**config.mk**
```make
export PLATFORM = sky130hd
export DESIGN_NAME = slr_regs
export DESIGN_NICKNAME = d
export VERILOG_FILES = /design/src/slr_pkg.sv /design/src/slr_regs.sv
export SDC_FILE = /design/constraint.sdc
export NUM_CORES = 1
export LEC_CHECK = 0
export BUFFER_PORTS_ARGS = -buffer_cell sky130_fd_sc_hd__buf_2
export CAP_MARGIN = 10
export CORE_ASPECT_RATIO = 1.75
export CORE_MARGIN = 2
export CORE_UTILIZATION = 55
export CTS_BUF_LIST = sky130_fd_sc_hd__clkbuf_4 sky130_fd_sc_hd__clkbuf_8 sky130_fd_sc_hd__clkbuf_16
export CTS_CLUSTER_DIAMETER = 200
export CTS_CLUSTER_SIZE = 8
export DETAILED_ROUTE_END_ITERATION = 16
export PLACE_DENSITY = 0.74
export SLEW_MARGIN = 20
export SYNTH_ARGS = -nofsm -noshare
export SYNTH_HDL_FRONTEND = slang
export SYNTH_SLANG_ARGS = --single-unit
export TNS_END_PERCENT = 100
```
**constraint.sdc**
```tcl
create_clock -name clk_sys -period 7.8 [get_ports clk_sys]
set_clock_uncertainty 0.15 [all_clocks]
set_input_delay 0.78 -clock clk_sys [delete_from_list [all_inputs] [get_ports clk_sys]]
set_output_delay 0.78 -clock clk_sys [all_outputs]
set_load 0.03 [all_outputs]
```
**src/slr_pkg.sv**
```systemverilog
// package for the serial link receiver configuration and status bank
// assumes one 10 MHz system clock and an spi host far slower than it
package slr_pkg;
    localparam int SLR_CLK_HZ = 10_000_000;
    // spi frame: read flag, 15-bit address, 8-bit data, msb first
    localparam int SLR_FRAME_BITS = 24;
    localparam int SLR_ADDR_BITS = 15;
    localparam int SLR_DATA_BITS = 8;
    localparam logic [4:0] SLR_ADDR_END = 5'h10;
    localparam logic [4:0] SLR_FRAME_END = 5'h18;
    localparam logic [4:0] SLR_RW_POS = 5'h17;

    localparam logic [14:0] SLR_OFS_SYNC_WORD_MODE = 15'h0104;
    localparam logic [14:0] SLR_OFS_FRAMES_PER_MF = 15'h0105;
    localparam logic [14:0] SLR_OFS_RELEASE_DELAY = 15'h0106;
    localparam logic [14:0] SLR_OFS_LINK_STATUS = 15'h0107;

    localparam logic [7:0] SLR_RST_SYNC_WORD_MODE = 8'h00;
    localparam logic [7:0] SLR_RST_FRAMES_PER_MF = 8'h1F;
    localparam logic [7:0] SLR_RST_RELEASE_DELAY = 8'h00;

    // field layout
    localparam int SLR_MODE_MSB = 1;
    localparam int SLR_DELAY_MSB = 5;
    localparam logic [1:0] SLR_MODE_CRC12 = 2'h0;
    localparam int SLR_ST_EB_FAULT = 7;
    localparam int SLR_ST_LINK_UP = 6;
    localparam int SLR_ST_SYNC_LEVEL = 5;
    localparam int SLR_ST_REALIGNED = 4;
    localparam int SLR_ST_CONSISTENT = 3;
    localparam int SLR_ST_PLL_LOCKED = 2;
    // each delay step moves the release opportunity by four octets
    localparam int SLR_DELAY_STEP_SHIFT = 2;
    // multiblock scale for effective frames per multiframe in 64b/66b
    localparam int SLR_MBLK_SCALE_SHIFT = 8;

    typedef struct packed {
        logic eb_fault_evt;      // one-cycle pulse on under/overflow
        logic realign_evt;       // one-cycle pulse on sysref realign
        logic link_up;           // elastic buffer released
        logic sync_line_level;   // 1 = sync de-asserted
        logic sysref_consistent_flag;
        logic pll_locked;        // all enabled serdes plls locked
    } slr_status_in_t;

    typedef struct packed {
        logic [1:0] sync_header_word_select;
        logic crc12_check_en;
        logic cmd_fields_used;
        logic [7:0] frames_per_multiframe_less_one;
        logic [15:0] effective_k;
        logic [5:0] release_buffer_delay;
        logic [7:0] release_offset_octets;
    } slr_cfg_out_t;
endpackage

```
**src/slr_regs.sv**
```systemverilog
// serial link receiver configuration and status registers behind spi
// assumes spi pins come from outside the clock domain, link-side status
// and control come from logic on clk_sys
`timescale 1ns/1ps

module slr_regs
    import slr_pkg::*;
(
    input wire logic clk_sys,
    input wire logic rst_b,
    input wire logic clk_en,
    input wire logic spi_sclk,
    input wire logic spi_cs_b,
    input wire logic spi_sdi,
    output logic spi_sdo_o,
    output logic spi_sdo_oe,
    input wire logic link_enable_control,
    input wire logic link_encoding_select,
    input wire logic subclass_one,
    input wire logic [7:0] octets_per_frame_f,
    input wire logic [7:0] multiblocks_per_emb_e,
    input wire slr_status_in_t status_in,
    output slr_cfg_out_t cfg_out
);

    // pin synchronisers; stage one is read only by stage two
    logic sclk_meta_q, cs_meta_q, sdi_meta_q;
    logic sclk_sync_q, cs_sync_q, sdi_sync_q;
    logic sclk_prev_q;

    logic [4:0] bit_cnt_q;
    logic [22:0] shift_q;
    logic [7:0] rd_byte_q;
    logic sdo_q, sdo_oe_q;

    logic [7:0] mode_reg_q, kfield_q, delay_reg_q;
    logic eb_fault_q, realigned_q;
    slr_cfg_out_t cfg_q;

    wire sclk_rise = sclk_sync_q & ~sclk_prev_q & ~cs_sync_q;
    wire sclk_fall = ~sclk_sync_q & sclk_prev_q & ~cs_sync_q;
    wire [4:0] bit_cnt_inc = bit_cnt_q + 5'h01;
    wire addr_done = sclk_rise && (bit_cnt_inc == SLR_ADDR_END);
    wire frame_done = sclk_rise && (bit_cnt_inc == SLR_FRAME_END);
    // at the 16th rise the shift register holds rw flag and 14 address bits; sdi gives the last
    wire [14:0] hdr_addr = {shift_q[13:0], sdi_sync_q};
    wire hdr_is_read = shift_q[14];
    // bit 22 still holds the rw flag at the 24th rise
    wire [14:0] wr_addr = shift_q[21:7];
    wire [7:0] wr_data = {shift_q[6:0], sdi_sync_q};
    wire wr_is_write = ~shift_q[SLR_RW_POS - 1];
    wire wr_stb = frame_done && wr_is_write;

    wire wr_mode = wr_stb && (wr_addr == SLR_OFS_SYNC_WORD_MODE);
    wire wr_kfield = wr_stb && (wr_addr == SLR_OFS_FRAMES_PER_MF);
    wire wr_delay = wr_stb && (wr_addr == SLR_OFS_RELEASE_DELAY);
    wire wr_status = wr_stb && (wr_addr == SLR_OFS_LINK_STATUS);

    // sticky flags: a new event wins over a clear in the same cycle
    wire clr_eb = wr_status && wr_data[SLR_ST_EB_FAULT];
    wire clr_realign = wr_status && wr_data[SLR_ST_REALIGNED];
    wire eb_fault_d = status_in.eb_fault_evt | (eb_fault_q & ~clr_eb);
    wire realigned_d = status_in.realign_evt | (realigned_q & ~clr_realign);

    wire [7:0] status_rd = {eb_fault_q, status_in.link_up,
        status_in.sync_line_level, realigned_q,
        status_in.sysref_consistent_flag,
        status_in.pll_locked, 2'b00};

    function automatic logic [7:0] rd_mux(input logic [14:0] a,
                                          input logic [7:0] st);
        logic [7:0] r;
        r = 8'h00;
        if (a == SLR_OFS_SYNC_WORD_MODE) begin
            r = mode_reg_q;
        end else if (a == SLR_OFS_FRAMES_PER_MF) begin
            r = kfield_q;
        end else if (a == SLR_OFS_RELEASE_DELAY) begin
            r = delay_reg_q;
        end else if (a == SLR_OFS_LINK_STATUS) begin
            r = st;
        end
        return r;
    endfunction

    // effective k: 256*e/f in 64b/66b, field+1 in 8b/10b
    wire [15:0] scaled_e = {multiblocks_per_emb_e, 8'h00};
    wire [15:0] k_wide_f = {8'h00, octets_per_frame_f};
    wire [15:0] k_64b66b = (octets_per_frame_f == 8'h00) ? 16'h0000 :
        scaled_e / k_wide_f;
    wire [15:0] k_8b10b = {8'h00, kfield_q} + 16'h0001;
    wire [5:0] delay_field = delay_reg_q[SLR_DELAY_MSB:0];

    slr_cfg_out_t cfg_d;
    always_comb begin
        cfg_d = '0;
        cfg_d.sync_header_word_select = mode_reg_q[SLR_MODE_MSB:0];
        // crc only matters with 64b/66b; reserved codes check nothing
        cfg_d.crc12_check_en = link_encoding_select &&
            (mode_reg_q[SLR_MODE_MSB:0] == SLR_MODE_CRC12);
        cfg_d.cmd_fields_used = 1'b0;
        cfg_d.frames_per_multiframe_less_one = kfield_q;
        cfg_d.effective_k = link_encoding_select ? k_64b66b :
            k_8b10b;
        cfg_d.release_buffer_delay = delay_field;
        // only subclass 1 shifts the release past the boundary
        cfg_d.release_offset_octets = subclass_one ?
            {delay_field, 2'b00} : 8'h00;
    end

    always_ff @(posedge clk_sys or negedge rst_b) begin
        if (!rst_b) begin
            sclk_meta_q <= 1'b0;
            sclk_sync_q <= 1'b0;
            sclk_prev_q <= 1'b0;
            cs_meta_q <= 1'b1;
            cs_sync_q <= 1'b1;
            sdi_meta_q <= 1'b0;
            sdi_sync_q <= 1'b0;
        end else if (clk_en) begin
            sclk_meta_q <= spi_sclk;
            sclk_sync_q <= sclk_meta_q;
            sclk_prev_q <= sclk_sync_q;
            cs_meta_q <= spi_cs_b;
            cs_sync_q <= cs_meta_q;
            sdi_meta_q <= spi_sdi;
            sdi_sync_q <= sdi_meta_q;
        end
    end

    // spi frame engine
    always_ff @(posedge clk_sys or negedge rst_b) begin
        if (!rst_b) begin
            bit_cnt_q <= 5'h00;
            shift_q <= '0;
            rd_byte_q <= 8'h00;
        end else if (clk_en) begin
            if (cs_sync_q) begin
                bit_cnt_q <= 5'h00;
            end else if (sclk_rise) begin
                bit_cnt_q <= frame_done ? 5'h00 : bit_cnt_inc;
                shift_q <= {shift_q[21:0], sdi_sync_q};
            end
            if (addr_done) begin
                rd_byte_q <= hdr_is_read ? rd_mux(hdr_addr, status_rd) :
                    8'h00;
            end
        end
    end

    // read data leaves on falling sclk so the host samples it on rising
    always_ff @(posedge clk_sys or negedge rst_b) begin
        if (!rst_b) begin
            sdo_q <= 1'b0;
            sdo_oe_q <= 1'b0;
        end else if (clk_en) begin
            sdo_oe_q <= ~cs_sync_q;
            if (cs_sync_q) begin
                sdo_q <= 1'b0;
            end else if (sclk_fall && (bit_cnt_q >= SLR_ADDR_END)) begin
                sdo_q <= rd_byte_q[3'(SLR_FRAME_END - 5'h01 - bit_cnt_q)];
            end
        end
    end

    // software is expected to write these only with the link disabled;
    // the bank does not block writes, so the link sees any change at once
    always_ff @(posedge clk_sys or negedge rst_b) begin
        if (!rst_b) begin
            mode_reg_q <= SLR_RST_SYNC_WORD_MODE;
            kfield_q <= SLR_RST_FRAMES_PER_MF;
            delay_reg_q <= SLR_RST_RELEASE_DELAY;
        end else if (clk_en) begin
            if (wr_mode) begin
                mode_reg_q <= wr_data;
            end
            if (wr_kfield) begin
                kfield_q <= wr_data;
            end
            if (wr_delay) begin
                delay_reg_q <= wr_data;
            end
        end
    end

    // sticky status; live bits are read straight through
    always_ff @(posedge clk_sys or negedge rst_b) begin
        if (!rst_b) begin
            eb_fault_q <= 1'b0;
            realigned_q <= 1'b0;
        end else if (clk_en) begin
            eb_fault_q <= eb_fault_d;
            realigned_q <= realigned_d;
        end
    end

    always_ff @(posedge clk_sys or negedge rst_b) begin
        if (!rst_b) begin
            cfg_q <= '0;
        end else if (clk_en) begin
            cfg_q <= cfg_d;
        end
    end

    assign spi_sdo_o = sdo_q;
    assign spi_sdo_oe = sdo_oe_q;
    assign cfg_out = cfg_q;

endmodule

```
==> results.cfg <==
[status]
status = complete, but fails checks
violations = negative setup slack

[floorplan]
ios = 75
dieArea_mm2 = 0.0207
fp-row-count = 67
initial_core_util = 0.561
die_h_um = 189
coreArea_mm2 = 0.0191
die_x_um = 110

[sta]
fin_crit_ps = 27180
rsz0062_at_grt = yes
fin_crit_sh = 3.48
maxSlewHeadroom = 0.276
fmax_ghz = 0.0368
hold_slack_ps = 180
maxSlewViolCount = 0
fin_ws_ps = -19380
finalSetupViolCount = 10
worst_pin_slew_ps = 1080
hold_viol_final = 0

[routing]
vias = 14200
route.met2.wl_mm = 24.3
dr.pass1.iters = 5
drc = 0
drt-initial-drc-count = 1757
routed_wl_mm = 52.3
wl_met3_mm = 6.03
met1_length_mm = 15.5
viasPerCell = 6.91
wl_per_cell_um = 25.5
ant_nets = 0
top_layer = met5

[clock_network]
cts_sinks = 110
worstSkewPairLatency_ps = 370
clkTransAtPathRegs_ps = 80
cts_tree = yes
clk_path_buf_depth = 2
postCtsHoldBufs = 0
cts_buffers = 9
htree_levels = 3
ctsRootBufferMaster = clkbuf_16

[critical_path]
timing.rr.end = kfield_q[5]$_DFFE_PN0P_
r2r_slack_ps = 4180
critPathMaxFanout = 9
crit_arrival_ps = 27240
critPathMaxStageDelay_ps = 670
start_kind = input port
cpMostUsedCell = o21a_1
critical_path_class = in -> reg
r2r_cells = 9
crit_required_ps = 7870
cp-startpoint = octets_per_frame_f[5]
crit_path_top_delay_cell = a21oi_1
worstSetupEndpointType = flop
reg2reg_from = bit_cnt_q[0]$_DFFE_PN0P_

[placed_design]
port_buffers = 70
gp_congestion = 0.961
dp_hpwl_mm = 29.4

[hold_path]
hold_class = in -> async

[final_layout]
layout_commonest_cell = buf_4
drive_gt1_frac = 0.464
layout.nets = 1931
layout_common_cells = buf_4, nand2_1, dfrtp_1
fillers = 946
area.growth.synth_to_final_pct = 52.5

[logic_synthesis]
ys_seq_area_frac = 0.258
synth.distinct_cells = 100
avgSynthCellArea_um2 = 8.54
synth_area_leaders = dfrtp_1, ha_1, mux2_2, nand2_1, o21ai_0
ys_warn_count = 0
synth_edf_count = 0
synth_ff_type = dfrtp_1
yosysTopAreaCell = dfrtp_1
ys_async_sr_fraction = 1.00
ys_seq_elements = 110
synth_top_area_share = 0.241
postSynthCellCount = 1254
synthesis.area_mm2 = 0.0107

[global_routing]
grt_pass1_wl_mm = 67.8
grt_pass1_vias = 13500
antenna_found_initial = 5
grt_max_degree = 84
grt-ovfl-total = 0
groute.usage.overall = 0.426

[flow_run]
drv_cap = 0
[worst max-delay path, delay by kind of cell]
family	cells	cell delay [ps]
buffers and inverters	22	2840
AOI/OAI and AO/OA	55	10260
adders and majority gates	15	4660
muxes	5	1690
and+or+nand+nor	39	6880
[worst max-delay path by stage]
stage	slack (ps)	end
4_1_cts	-16420	cfg_out[14]$_DFFE_PN0P_
3_5_place_dp	-18320	cfg_out[14]$_DFFE_PN0P_
5_1_grt	-20460	cfg_out[14]$_DFFE_PN0P_
6_report	-19380	cfg_out[14]$_DFFE_PN0P_
2_1_floorplan	-17310	cfg_out[14]$_DFFE_PN0P_
3_3_place_gp	-17710	cfg_out[14]$_DFFE_PN0P_
[cells in the mapped netlist (10+ instances only)]
cell,n
nand2_1,154
dfrtp_1,103
ha_1,97
nor2_1,82
o21ai_0,75
mux2_2,67
a21oi_1,65
inv_1,47
nand3_1,42
a21o_1,35
nor3_1,34
o21a_1,31
clkbuf_1,29
xor2_1,29
xnor2_1,25
nor2b_1,23
o31ai_1,20
nand2b_1,18
nand4_1,15
or3_1,15
a211oi_1,12
o211ai_1,12
and2_1,10
[state kept, by name, summed over array words and instances, names as in the netlist, 5 cells and up]
name         count
delay_reg_q      8
kfield_q         8
shift_q         23
bit_cnt_q        5
cfg_out         39
mode_reg_q       8
rd_byte_q        8
[layer usage]
layer,GRT usage,vias to the layer above
met3,0.106,608
met5,0,-
met1,0.411,6586
li1,-,5788
met2,0.735,1160
met4,0.360,14
[per-stage QoR]
| stage | TNS [ps] | worst slack (ps) | instances | util | instance area (um2) |
|---|---|---|---|---|---|
| after floorplan | -90740 | -17310 | 1256 | - | 11200 |
| after global placement | -95180 | -17710 | 1909 | 0.757 | 14500 |
| after detailed placement | -98630 | -18320 | 1909 | 0.757 | 14500 |
| after CTS | -84540 | -16420 | 2015 | 0.825 | 15800 |
| after global routing | -110750 | -20460 | 2048 | 0.855 | 16300 |
| final | -103620 | -19380 | 2049 | 0.855 | 16300 |
[logic make-up (layout without fill, tap and decap cells)]
group	count (synthesis)	count (layout)	synth area share
simple gates	447	447	0.207
compound gates	368	368	0.242
flops	110	110	0.258
fa+ha+maj	98	98	0.115
mux	88	88	0.0997
buf+inv	88	639	0.0344
xor+xnor	54	54	0.0441
other cells	1	4	0.000350
[final cells by class]
type,instances,area (um2),area share
Multi-Input combinational cell,1058,8560,0.524
Timing Repair Buffer,576,4240,0.259
Sequential cell,110,2760,0.169
Tap cell,241,302,0.0185
Clock buffer,11,240,0.0147
Inverter,47,179,0.0109
Clock inverter,5,66.3,0.00406
Antenna cell,1,2.50,0.000153
[repair_timing]
item,in CTS,in global routing
resized for setup,74,67
pin swaps,76,57
setup buffers,92,34
endpoints found under the setup margin,10,11
Power is not shown: default switching activity piles up to over one toggle a cycle in this logic, so the estimate is an artifact.
